## src/rtl/sgirc_pkg.sv

```systemverilog
// package of types and constants for the status, pin and start-up block
package sgirc_pkg;

  localparam int          NUM_PINS      = 4;
  localparam int          NUM_FLAGS     = 4;
  localparam int          NUM_OUTS      = 4;
  // flag positions in the interrupt status vector
  localparam int          FLG_LOL       = 0;
  localparam int          FLG_HOLD      = 1;
  localparam int          FLG_LOS0      = 2;
  localparam int          FLG_LOS1      = 3;
  // pin positions of fixed functions
  localparam int          PIN_HOLD      = 0;
  localparam int          PIN_LOS1      = 1;
  localparam int          PIN_LOS0      = 2;
  localparam int          PIN_LOL       = 3;
  localparam int          PIN_REFSEL    = 2;
  // reset values
  localparam logic [3:0]  RST_DIR_OUT   = 4'h0;
  localparam logic [3:0]  RST_GP_MODE   = 4'h0;
  localparam logic [3:0]  RST_GP_OUT    = 4'h0;
  localparam logic [3:0]  RST_FLAGS     = 4'h0;
  localparam logic [3:0]  RST_ENABLES   = 4'h0;
  localparam logic [3:0]  RST_OE        = 4'h0;
  localparam logic [3:0]  RST_OE_N      = 4'hF;
  // timing, figure as printed and derived cycle count
  localparam int          CLK_MHZ       = 50;
  localparam int          POR_TIME_US   = 10;
  localparam int          POR_CYCLES    = POR_TIME_US * CLK_MHZ;

  typedef enum logic [2:0] {
    SGIRC_ST_RESET,
    SGIRC_ST_POR,
    SGIRC_ST_OTP,
    SGIRC_ST_EEP,
    SGIRC_ST_REST,
    SGIRC_ST_LOCK,
    SGIRC_ST_RUN
  } sgirc_state_e;

  // pin configuration from the register side
  typedef struct packed {
    logic [3:0] dir_out;
    logic [3:0] gp_mode;
    logic [3:0] gp_out;
  } sgirc_pin_cfg_s;

  // pll and reference status inputs
  typedef struct packed {
    logic       pll_locked;
    logic       sync_done;
    logic       holdover;
    logic [1:0] ref_failed;
  } sgirc_pll_sts_s;

endpackage : sgirc_pkg

```

## src/rtl/sgirc_oe_map_mem.sv

```systemverilog
// four-entry output-enable map store with registered read
`timescale 1ns/1ps
`default_nettype none
module sgirc_oe_map_mem #(
  parameter int WIDTH = 4,
  parameter int DEPTH = 4
) (
  input  wire logic                     i_mclk,
  input  wire logic                     i_rst_n,
  input  wire logic                     i_we,
  input  wire logic [$clog2(DEPTH)-1:0] i_waddr,
  input  wire logic [WIDTH-1:0]         i_wdata,
  input  wire logic [$clog2(DEPTH)-1:0] i_raddr,
  output logic      [WIDTH-1:0]         o_rdata
);

  logic [DEPTH-1:0][WIDTH-1:0] mem_reg;

  always_ff @(posedge i_mclk or negedge i_rst_n) begin
    if (!i_rst_n) begin
      mem_reg <= '0;
      o_rdata <= '0;
    end else begin
      if (i_we) begin
        mem_reg[i_waddr] <= i_wdata;
      end
      o_rdata <= mem_reg[i_raddr];
    end
  end

endmodule : sgirc_oe_map_mem
`default_nettype wire

```

## src/rtl/sgirc_por_timer.sv

```systemverilog
// power-up reset timer, counts out after the reset input is released
`timescale 1ns/1ps
`default_nettype none
module sgirc_por_timer #(
  parameter int CYCLES = 500
) (
  input  wire logic i_mclk,
  input  wire logic i_rst_n,
  output logic      o_por_active
);

  localparam int CW = $clog2(CYCLES + 1);
  logic [CW-1:0] cnt_reg;

  always_ff @(posedge i_mclk or negedge i_rst_n) begin
    if (!i_rst_n) begin
      cnt_reg <= '0;
    end else if (cnt_reg != CW'(CYCLES)) begin
      cnt_reg <= cnt_reg + CW'(1);
    end
  end

  assign o_por_active = (cnt_reg != CW'(CYCLES));

endmodule : sgirc_por_timer
`default_nettype wire

```

## src/rtl/sgirc_top.sv

```systemverilog
// status pins, interrupt flags and start-up sequencer of the clock translator
// Function
// - four pins, each set as input or output by configuration
// - each pin chooses general-purpose control or its fixed function
// - before configuration load, all pins are inputs: pins1..0 act as output-enable selects, pin2 as reference select
// - fixed inputs: pin2 reference select, pins1..0 output-enable map select
// - fixed outputs: pin3 unlock, pin2 ref0 loss, pin1 ref1 loss, pin0 holdover
// - unlock status high while pll not locked
// - each loss-of-signal status high while its reference has failed
// - holdover status high while pll in holdover
// - general input bit continuously copies pin level on general-mode inputs only, reads 0 on other pins
// - general output pin drives last written output bit
// - unlock deasserts on lock, or on lock plus sync done, selectable
// - separate sticky flags for unlock, holdover, and each reference loss
// - flag clears only on write-one after alarm gone, or reset
// - per-flag enables, all disabled after reset
// - device interrupt asserted when any enabled flag is set
// - two-bit map select picks one of four stored output-enable maps
// - reset state while either external reset is active; the power-up reset timer runs after release
// - in reset registers default and state machines held
// - in reset: serial ignored, pins inputs, outputs off, flags cleared
// - leave reset after both resets released, then self-configure
// - load initial block, then external memory, internal, or both
// - serial access and pll lock attempt only after full configuration
// - no serial answer during external-memory boot
`timescale 1ns/1ps
`default_nettype none
module sgirc_top #(
  parameter int POR_CYCLES_P = sgirc_pkg::POR_CYCLES
) (
  input  wire logic                     i_mclk,
  input  wire logic                     i_rst_n,
  input  wire logic                     i_master_reset_in_n,
  input  wire logic [3:0]               i_gpio,
  output logic      [3:0]               o_gpio,
  output logic      [3:0]               o_gpio_oe_n,
  input  wire sgirc_pkg::sgirc_pin_cfg_s i_pin_cfg,
  input  wire logic                     i_cfg_we,
  input  wire logic                     i_unlock_mode_sync,
  input  wire sgirc_pkg::sgirc_pll_sts_s i_pll_sts,
  input  wire logic [3:0]               i_flag_clr,
  input  wire logic [3:0]               i_irq_enable,
  input  wire logic                     i_irq_enable_we,
  input  wire logic                     i_oe_map_we,
  input  wire logic [1:0]               i_oe_map_idx,
  input  wire logic [3:0]               i_oe_map_data,
  input  wire logic                     i_otp_done,
  input  wire logic                     i_boot_eep,
  input  wire logic                     i_boot_otp_rest,
  input  wire logic                     i_eep_done,
  input  wire logic                     i_rest_done,
  output logic                          o_otp_load,
  output logic                          o_eep_load,
  output logic                          o_rest_load,
  output logic                          o_serial_accept,
  output logic                          o_pll_lock_try,
  output logic                          o_outputs_sync,
  output logic      [3:0]               o_general_input_bit,
  output logic                          o_manual_ref_select,
  output logic      [1:0]               o_oe_map_select,
  output logic      [3:0]               o_clk_out_en,
  output logic      [3:0]               o_flags,
  output logic                          o_dev_irq,
  output logic                          o_irq_out_n,
  output logic                          o_pll_unlocked_flag,
  output logic      [1:0]               o_ref_signal_lost_flag,
  output logic                          o_holdover_flag
);

  typedef struct packed {
    sgirc_pkg::sgirc_state_e   st;
    sgirc_pkg::sgirc_pin_cfg_s cfg;
    logic                      cfg_loaded;
    logic [3:0]                flags;
    logic [3:0]                en;
    logic [3:0]                general_input_bit;
    logic [3:0]                gout;
    logic [3:0]                oe_n;
    logic                      irq;
    logic                      unlocked;
  } sgirc_state_s;

  sgirc_state_s s_reg;
  sgirc_state_s s_next;
  logic         rst_comb_n;
  logic         por_active;
  logic [3:0]   map_rdata;
  logic [3:0]   alarm;
  logic         running;
  logic         unlock_now;
  logic [3:0]   fixed_vec;

  // either reset source forces the whole block into reset
  assign rst_comb_n = i_rst_n & i_master_reset_in_n;

  sgirc_por_timer #(
    .CYCLES       (POR_CYCLES_P)
  ) u_por (
    .i_mclk       (i_mclk),
    .i_rst_n      (rst_comb_n),
    .o_por_active (por_active)
  );

  sgirc_oe_map_mem #(
    .WIDTH   (sgirc_pkg::NUM_OUTS),
    .DEPTH   (4)
  ) u_map (
    .i_mclk  (i_mclk),
    .i_rst_n (rst_comb_n),
    .i_we    (i_oe_map_we & running),
    .i_waddr (i_oe_map_idx),
    .i_wdata (i_oe_map_data),
    .i_raddr (o_oe_map_select),
    .o_rdata (map_rdata)
  );

  assign running = (s_reg.st == sgirc_pkg::SGIRC_ST_LOCK) || (s_reg.st == sgirc_pkg::SGIRC_ST_RUN);

  // unlock drops on lock alone or waits for sync completion
  assign unlock_now = !i_pll_sts.pll_locked
                      || (i_unlock_mode_sync && !i_pll_sts.sync_done);

  always_comb begin
    alarm                       = '0;
    alarm[sgirc_pkg::FLG_LOL]   = s_reg.unlocked;
    alarm[sgirc_pkg::FLG_HOLD]  = i_pll_sts.holdover;
    alarm[sgirc_pkg::FLG_LOS0]  = i_pll_sts.ref_failed[0];
    alarm[sgirc_pkg::FLG_LOS1]  = i_pll_sts.ref_failed[1];
  end

  always_comb begin
    s_next = s_reg;
    s_next.unlocked = unlock_now;
    case (s_reg.st)
      sgirc_pkg::SGIRC_ST_RESET: s_next.st = sgirc_pkg::SGIRC_ST_POR;
      sgirc_pkg::SGIRC_ST_POR: begin
        if (!por_active) begin
          s_next.st = sgirc_pkg::SGIRC_ST_OTP;
        end
      end
      sgirc_pkg::SGIRC_ST_OTP: begin
        if (i_otp_done) begin
          s_next.cfg_loaded = 1'b1;
          if (i_boot_eep) begin
            s_next.st = sgirc_pkg::SGIRC_ST_EEP;
          end else begin
            s_next.st = sgirc_pkg::SGIRC_ST_REST;
          end
        end
      end
      sgirc_pkg::SGIRC_ST_EEP: begin
        if (i_eep_done) begin
          s_next.st = i_boot_otp_rest ? sgirc_pkg::SGIRC_ST_REST
                                      : sgirc_pkg::SGIRC_ST_LOCK;
        end
      end
      sgirc_pkg::SGIRC_ST_REST: begin
        if (i_rest_done) begin
          s_next.st = sgirc_pkg::SGIRC_ST_LOCK;
        end
      end
      sgirc_pkg::SGIRC_ST_LOCK: begin
        if (i_pll_sts.pll_locked) begin
          s_next.st = sgirc_pkg::SGIRC_ST_RUN;
        end
      end
      sgirc_pkg::SGIRC_ST_RUN: s_next.st = sgirc_pkg::SGIRC_ST_RUN;
      default: s_next.st = sgirc_pkg::SGIRC_ST_RESET;
    endcase
    // configuration writes land only once serial access is open
    if (i_cfg_we && running) begin
      s_next.cfg = i_pin_cfg;
    end
    if (i_irq_enable_we && running) begin
      s_next.en = i_irq_enable;
    end
    for (int i = 0; i < sgirc_pkg::NUM_FLAGS; i++) begin
      // set wins; a clear is honoured only once the alarm has gone
      if (alarm[i]) begin
        s_next.flags[i] = 1'b1;
      end else if (i_flag_clr[i] && running) begin
        s_next.flags[i] = 1'b0;
      end
    end
    s_next.irq = |(s_next.flags & s_next.en);
    s_next.general_input_bit = i_gpio;
    // pin drive: until configuration is loaded every pin stays an input
    for (int i = 0; i < sgirc_pkg::NUM_PINS; i++) begin
      s_next.gout[i] = s_next.cfg.gp_mode[i] ? s_next.cfg.gp_out[i] : fixed_vec[i];
      s_next.oe_n[i] = !(s_next.cfg_loaded && s_next.cfg.dir_out[i]);
    end
  end

  // fixed output function per pin; unlock taken from its next value so pin and flag agree
  for (genvar g = 0; g < sgirc_pkg::NUM_PINS; g++) begin : g_pin
    logic fixed_val;
    always_comb begin
      case (g)
        sgirc_pkg::PIN_LOL:  fixed_val = unlock_now;
        sgirc_pkg::PIN_LOS0: fixed_val = i_pll_sts.ref_failed[0];
        sgirc_pkg::PIN_LOS1: fixed_val = i_pll_sts.ref_failed[1];
        default:             fixed_val = i_pll_sts.holdover;
      endcase
    end
    assign fixed_vec[g] = fixed_val;
  end

  always_ff @(posedge i_mclk or negedge rst_comb_n) begin
    if (!rst_comb_n) begin
      s_reg.st         <= sgirc_pkg::SGIRC_ST_RESET;
      s_reg.cfg        <= '{dir_out: sgirc_pkg::RST_DIR_OUT, gp_mode: sgirc_pkg::RST_GP_MODE,
                            gp_out: sgirc_pkg::RST_GP_OUT};
      s_reg.cfg_loaded <= 1'b0;
      s_reg.flags      <= sgirc_pkg::RST_FLAGS;
      s_reg.en         <= sgirc_pkg::RST_ENABLES;
      s_reg.general_input_bit        <= '0;
      s_reg.gout       <= '0;
      s_reg.oe_n       <= sgirc_pkg::RST_OE_N;
      s_reg.irq        <= 1'b0;
      s_reg.unlocked   <= 1'b1;
    end else begin
      s_reg <= s_next;
    end
  end

  assign o_gpio      = s_reg.gout;
  assign o_gpio_oe_n = s_reg.oe_n;
  // general input copies live pin level for general-mode inputs
  assign o_general_input_bit = s_reg.general_input_bit & s_reg.cfg.gp_mode & ~s_reg.cfg.dir_out;
  // fixed input functions only apply on inputs not in general mode
  assign o_manual_ref_select = s_reg.oe_n[sgirc_pkg::PIN_REFSEL]
                               && !s_reg.cfg.gp_mode[sgirc_pkg::PIN_REFSEL]
                               && s_reg.general_input_bit[sgirc_pkg::PIN_REFSEL];
  assign o_oe_map_select = s_reg.general_input_bit[1:0] & s_reg.oe_n[1:0]
                           & ~(s_reg.cfg.gp_mode[1:0] & {2{s_reg.cfg_loaded}});
  assign o_clk_out_en    = (s_reg.st == sgirc_pkg::SGIRC_ST_RUN) ? map_rdata : sgirc_pkg::RST_OE;
  assign o_otp_load      = (s_reg.st == sgirc_pkg::SGIRC_ST_OTP);
  assign o_eep_load      = (s_reg.st == sgirc_pkg::SGIRC_ST_EEP);
  assign o_rest_load     = (s_reg.st == sgirc_pkg::SGIRC_ST_REST);
  assign o_serial_accept = running;
  assign o_pll_lock_try  = running;
  assign o_outputs_sync  = (s_reg.st == sgirc_pkg::SGIRC_ST_RUN);
  assign o_flags         = s_reg.flags;
  assign o_dev_irq       = s_reg.irq;
  assign o_irq_out_n     = !s_reg.irq;
  assign o_pll_unlocked_flag    = s_reg.unlocked;
  assign o_ref_signal_lost_flag = i_pll_sts.ref_failed;
  assign o_holdover_flag        = i_pll_sts.holdover;
endmodule : sgirc_top
`default_nettype wire

```

## config.mk

```make
export PLATFORM = sky130hd
export DESIGN_NAME = sgirc_top
export DESIGN_NICKNAME = d
export VERILOG_FILES = /design/src/rtl/sgirc_pkg.sv /design/src/rtl/sgirc_oe_map_mem.sv /design/src/rtl/sgirc_por_timer.sv /design/src/rtl/sgirc_top.sv
export SDC_FILE = /design/constraint.sdc
export NUM_CORES = 1
export LEC_CHECK = 0
export BUFFER_PORTS_ARGS = -buffer_cell sky130_fd_sc_hd__buf_2
export CORE_MARGIN = 3
export CORE_UTILIZATION = 52
export CTS_BUF_LIST = sky130_fd_sc_hd__clkbuf_16
export DETAILED_ROUTE_END_ITERATION = 10
export PLACE_DENSITY_LB_ADDON = 0.15
export SETUP_SLACK_MARGIN = 0.05
export SYNTH_ARGS = -nofsm -noshare
export SYNTH_HDL_FRONTEND = slang
export SYNTH_SLANG_ARGS = --single-unit
```

## constraint.sdc

```tcl
create_clock -name i_mclk -period 3 [get_ports i_mclk]
set_input_delay 0.45 -clock i_mclk [delete_from_list [all_inputs] [get_ports i_mclk]]
set_output_delay 0.45 -clock i_mclk [all_outputs]
set_load 0.01 [all_outputs]
```

==> results.yml, run 1 <==
global_route:
  grt_antenna_before_repair: 0
  grt.total_usage_pct: 19.5
  grt_start_max_net_pins: 37
  grt_overflow_total: 0
  use_met1_pct: 24.9
  grt_pass1_wl_mm: 10.7
  grt_use_met3_pct: 5.43
  grt_pass1_vias: 2169
  grt_use_met2_pct: 30.8
  grt-busiest-layer: "met2"
cts:
  cts_setup_buffers: 0
  cts.sinks: 67
  tritoncts: "yes"
  post_cts_resized: 0
  cts_hold_buffers: 0
  cts_buffers: 9
  clockRootBuffer: "clkbuf_16"
  clk_latency_ns: 0.32
  h-tree-depth: 3
  clk_pin_slew_ns: 0.06
  cts_buffer_depth: 2
die:
  die_w_um: 83.5
  start_util_pct: 55.4
  die_h_um: 83.5
  core_region_area_um2: 5640
  placementRows: 27
  die_area_um2: 6970
  ios: 82
logic_synthesis:
  syn-instance-count: 261
  yosys_warnings: 0
  ys_types: 47
  syn_nets: 310
  synthArstFlopShare_pct: 100
  ys_ff_latch: 67
  ys.flop_type: "dfrtp_1"
  netlist_area_um2: 3120
  syn_avg_cell_area_um2: 12.0
  synth_edf_count: 0
  ys_seq_area_share_pct: 53.9
route:
  first_pass_iters: 4
  post_drt_wl_per_cell_um: 15.4
  drtIter0Drc: 88
  vias_per_cell: 5.23
  drcViolationCount: 0
  ant_nets: 0
  wl_mm: 6.32
  vias: 2150
sta:
  hold_violations: 0
  setup_viol_count_final: 0
  worst_slack_ns: 0.712
  rsz0062_at_grt: "false"
  fmax_ghz: 0.437
  period_needed_ns: 2.29
  finalMaxSlewViolations: 0
  min_period_over_period_pct: 76.3
  slew_headroom_pct: 49.8
  clock_skew_ns: 0.00595
  worst_slew_pin_slew_ns: 0.753
  fin_setup_tns_ns: 0
setup_path:
  path_cells: "xor2_2, nand3_2, nor3_1, mux2_2"
  crit_path_max_incr_delay_ns: 0.55
  end_kind: "flip-flop"
  critPathSlowestCell: "dfrtp_1"
  crit_path_start_kind: "flip-flop"
  crit_family: "simple AND/OR/NAND/NOR gates"
  crit_path_max_fanout: 14
  r2r_setup_slack_ns: 0.71
  rr_startpoint: "s_reg[35]"
  worstPathRequired_ns: 3.21
  reg2reg_depth: 4
  r2r-end: "u_map.mem_reg[2]"
  worst-setup-path-type: "flip-flop to flip-flop"
  worstPathArrival_ns: 2.50
  cp_num_buf_inv: 0
job:
  drv_cap: 0
power:
  powerDensity_nw_per_um2: 970
  cellLeakagePower_nw: 1.91
  ir_drop_v: 0.000530
finish:
  fillers: 423
  multi_input_area_um2: 1240
  area_growth_pct: 22.3
  fin_nets: 383
  drive_gt1_share_pct: 44.0
  largest_register_ffs: 24
  ff_latch_area_um2: 1680
  antenna_cells: 0
placed_design:
  routabilityCongestion: 0.831
  port-buffer-count: 81
  dpl.hpwl_mm: 4.51
  pre_cts_ws_ns: 0.752
worst_hold_path:
  hold_start: "i_gpio[2]"
  hold_class: "primary input to flip-flop"
  hold_end: "s_reg[12]"
  min_path_cells: 1
run_status:
  status: "finished, final reports clean"
per-layer routing:
layer	wire length (um)	part of all wire (%)
met5	0	0
met4	135	2.1
met3	407	6.4
met2	2990	47
met1	2790	44
cells in the final DEF (no fill, tap or decap), drive strengths merged, types with 2 or more instances in the layout:
cell	netlist	routed
nor3	3	3
o211a	3	3
buf	21	85
a21boi	3	3
a41oi	3	3
clkbuf	2	9
xnor2	4	4
mux2i	15	15
dfrtp	62	62
nor2b	2	2
xor2	3	3
inv	10	10
o21ai	9	9
bufinv	0	2
dfstp	5	5
and3	9	9
nand3	6	6
a21oi	3	3
o21a	3	3
or2	3	3
and2	6	6
and3b	2	2
ha	2	2
nand2	13	13
clkinv	0	5
nor2	16	16
mux2	31	31
or3b	4	4
nand3b	3	3
cells by family (layout without fill, tap and decap cells):
logic type	count (synthesis)	count (layout)	synth area share, %
AND/OR/NAND/NOR	74	74	13.5
flip-flops	67	67	53.9
adder cells (fa/ha/maj)	2	2	0.801
XOR/XNOR	7	7	2.20
multiplexers	46	46	16.0
AO/OA/AOI/OAI	32	32	7.29
buffers and inverters	33	111	6.33
cell type report:
| class | count | share of cell area, % |
|---|---|---|
| clock buffer | 9 | 5.90 |
| clock inverter | 7 | 2.42 |
| inverter | 10 | 0.983 |
| multi-input combinational | 161 | 32.6 |
| sequential | 67 | 44.1 |
| tap | 72 | 2.36 |
| timing repair buffer | 85 | 11.7 |
how the worst max path moves through the flow:
| stage | start | endpoint | slack, ns | depth (start not counted) |
|---|---|---|---|---|
| 6_report | s_reg[35] | u_map.mem_reg[2] | 0.71 | 4 |
| 5_1_grt | s_reg[35] | u_map.mem_reg[2] | 0.51 | 4 |
| 4_1_cts | s_reg[35] | u_map.mem_reg[2] | 0.65 | 4 |
| 3_5_place_dp | s_reg[35] | u_map.mem_reg[1] | 0.75 | 4 |
| 3_3_place_gp | s_reg[35] | u_map.mem_reg[3] | 0.84 | 4 |
| 2_1_floorplan | i_master_reset_in_n | o_dev_irq | 0.50 | 1 |
synthesized netlist by cell type (2+ instances only):
| cell type | instances | share of area [%] |
|---|---|---|
| dfstp_2 | 5 | 4.2 |
| buf_4 | 19 | 4.6 |
| xnor2_1 | 4 | 1.1 |
| xor2_1 | 2 | 0.56 |
| buf_2 | 2 | 0.32 |
| o21ai_0 | 9 | 1.4 |
| clkbuf_1 | 2 | 0.24 |
| nor2b_1 | 2 | 0.40 |
| a41oi_1 | 3 | 0.84 |
| mux2_2 | 31 | 11 |
| and3b_1 | 2 | 0.56 |
| a21oi_1 | 3 | 0.48 |
| and3_1 | 9 | 1.8 |
| a21boi_0 | 3 | 0.72 |
| o21a_1 | 3 | 0.72 |
| nand3b_1 | 3 | 0.72 |
| nand3_1 | 5 | 0.80 |
| inv_1 | 10 | 1.2 |
| or2_2 | 3 | 0.60 |
| mux2i_1 | 15 | 4.8 |
| nand2_1 | 13 | 1.6 |
| ha_1 | 2 | 0.80 |
| or3b_2 | 3 | 0.84 |
| nor2_1 | 16 | 1.9 |
| and2_1 | 5 | 1.0 |
| dfrtp_1 | 62 | 50 |
| nor3_1 | 3 | 0.48 |
| o211a_1 | 3 | 0.96 |
per-stage QoR:
stage,util (%),hold slack [ns],area (um2),power [mW],cells
2_1_floorplan,-,0.442,3120,2.38,261
3_3_place_gp,62.1,0.461,3500,2.59,395
3_5_place_dp,62.1,0.466,3500,2.62,395
4_1_cts,67.7,0.217,3820,3.75,411
5_1_grt,67.7,0.226,3820,3.95,411
6_report,67.7,0.226,3820,3.71,411
power by group:
part	switching [mW]	total (mW)	internal (mW)
sequential	0.220	1.48	1.26
combinational	0.553	1.13	0.579
clock	0.374	1.10	0.724
total	1.15	3.71	2.56
(Power assumes the default switching activity.)
==> inputs of run 2 (changes only) <==
==> constraint.sdc (replaced) <==
create_clock -name i_mclk -period 2.2 [get_ports i_mclk]
set_input_delay 0.33 -clock i_mclk [delete_from_list [all_inputs] [get_ports i_mclk]]
set_output_delay 0.33 -clock i_mclk [all_outputs]
set_load 0.01 [all_outputs]
==> run 2 against run 1 <==
- first-iteration DRC count down 30%
- sequential share of layout area barely moved
- critical path depth stayed put
- combinational power rose by 47%
- utilization about the same
- sequential cell count unchanged
- cell count increased by 1.2%
- largest power group unchanged
- highest routed layer unchanged
==> results.yml, run 2 (same netlist as run 1, synthesis figures left out) <==
run_status:
  status: "finished, final reports clean"
setup_path:
  worstPathArrival_ns: 1.66
  worst-setup-path-type: "flip-flop to output port"
  crit_path_max_fanout: 8
  r2r_setup_slack_ns: 0.30
  worstPathRequired_ns: 1.87
  reg2reg_depth: 4
  crit_path_start_kind: "flip-flop"
  crit_path_max_incr_delay_ns: 0.40
  rr_startpoint: "s_reg[36]"
  path_cells: "buf_4, nor2b_1, and3_1, buf_2"
  end_kind: "output port"
  critPathSlowestCell: "dfrtp_1"
  r2r-end: "o_gpio[1]"
global_route:
  grt_pass1_wl_mm: 10.3
  grt_start_max_net_pins: 68
  grt_overflow_total: 0
  grt_pass1_vias: 2144
  grt_antenna_before_repair: 0
  grt.total_usage_pct: 18.8
die:
  placementRows: 27
  core_region_area_um2: 5640
  die_area_um2: 6970
  die_h_um: 83.5
  ios: 82
  start_util_pct: 55.4
  die_w_um: 83.5
sta:
  fin_setup_tns_ns: 0
  worst_slew_pin_slew_ns: 0.476
  fmax_ghz: 0.502
  hold_violations: 0
  finalMaxSlewViolations: 0
  rsz0062_at_grt: "false"
  clock_skew_ns: 0.00688
  setup_viol_count_final: 0
  timing.hold.ws_ns: 0.116
  worst_slack_ns: 0.207
  slew_headroom_pct: 68.2
  period_needed_ns: 1.99
  min_period_over_period_pct: 90.6
cts:
  clk_pin_slew_ns: 0.05
  cts_hold_buffers: 0
  cts_buffers: 9
  clk_latency_ns: 0.32
  clockRootBuffer: "clkbuf_16"
  cts_setup_buffers: 0
  cts.sinks: 67
  cts_buffer_depth: 2
  h-tree-depth: 3
  post_cts_resized: 0
  tritoncts: "yes"
route:
  drtIter0Drc: 62
  ant_nets: 0
  vias: 2148
  drcViolationCount: 0
  vias_per_cell: 5.16
  first_pass_iters: 4
  wl_mm: 6.30
  post_drt_wl_per_cell_um: 15.1
power:
  ir_drop_v: 0.000834
  cellLeakagePower_nw: 1.93
  powerDensity_nw_per_um2: 1290
  power.total_mw: 4.94
finish:
  fillers: 429
  antenna_cells: 0
  final_common_cell: "buf_2"
  drive_gt1_share_pct: 43.3
  final_core_util_pct: 67.7
  finalNonFillerCells: 416
  largest_register_ffs: 24
  fin_area_um2: 3820
  final_cell_mix: "81 x buf_2, 62 x dfrtp_1, 31 x mux2_2"
  fin_nets: 388
  area_growth_pct: 22.3
placed_design:
  dpl.hpwl_mm: 4.66
  routabilityCongestion: 0.849
  pre_cts_ws_ns: 0.315
  post_dp_cell_area_um2: 3540
  port-buffer-count: 81
  placed_cells: 400
job:
  drv_cap: 0
worst_hold_path:
  hold_class: "primary input to asynchronous set/reset pin"
-- run 2: cell count changes in the layout (fill, tap and decap cells not counted) --
cell       delta
buf_4         +5
bufinv_16     -1
clkinv_1      +2
clkinv_2      -2
clkinv_4      -2
inv_1         +3
-- run 2: routing by layer --
layer	share of wire [%]	global-route usage, %	wire (um)
met2	45	27.1	2830
met3	6.7	6.32	424
met4	2.9	9.06	180
met1	46	25.4	2870
met5	0	0	0
-- run 2: report_power, final --
part | total, mW | switching, mW | internal (mW)
combinational | 1.66 | 0.821 | 0.840
sequential | 1.96 | 0.246 | 1.72
clock | 1.32 | 0.469 | 0.853
-- run 2: how the worst max path moves through the flow --
stage	startpoint	end
floorplan	s_reg[35]	u_map.mem_reg[12]
global placement	s_reg[36]	o_gpio[2]
detailed placement	s_reg[36]	o_gpio[1]
CTS	s_reg[35]	o_clk_out_en[0]
global route	s_reg[35]	o_clk_out_en[1]
finish	s_reg[35]	o_clk_out_en[0]
-- run 2: layout make-up --
| class | count | area (um2) | share of cell area (%) |
|---|---|---|---|
| Inverter | 10 | 37.5 | 0.983 |
| Multi-Input combinational cell | 161 | 1240 | 32.6 |
| Sequential cell | 67 | 1680 | 44.1 |
| Clock inverter | 7 | 53.8 | 1.41 |
| Tap cell | 72 | 90.1 | 2.36 |
| Clock buffer | 9 | 225 | 5.90 |
| Timing Repair Buffer | 90 | 485 | 12.7 |
-- run 2: critical path: cells and delay by family (launching register included) --
| family | cells | cell delay, ns |
|---|---|---|
| AND/OR/NAND/NOR | 2 | 0.63 |
| buffers and inverters | 2 | 0.31 |
| flip-flops | 1 | 0.40 |
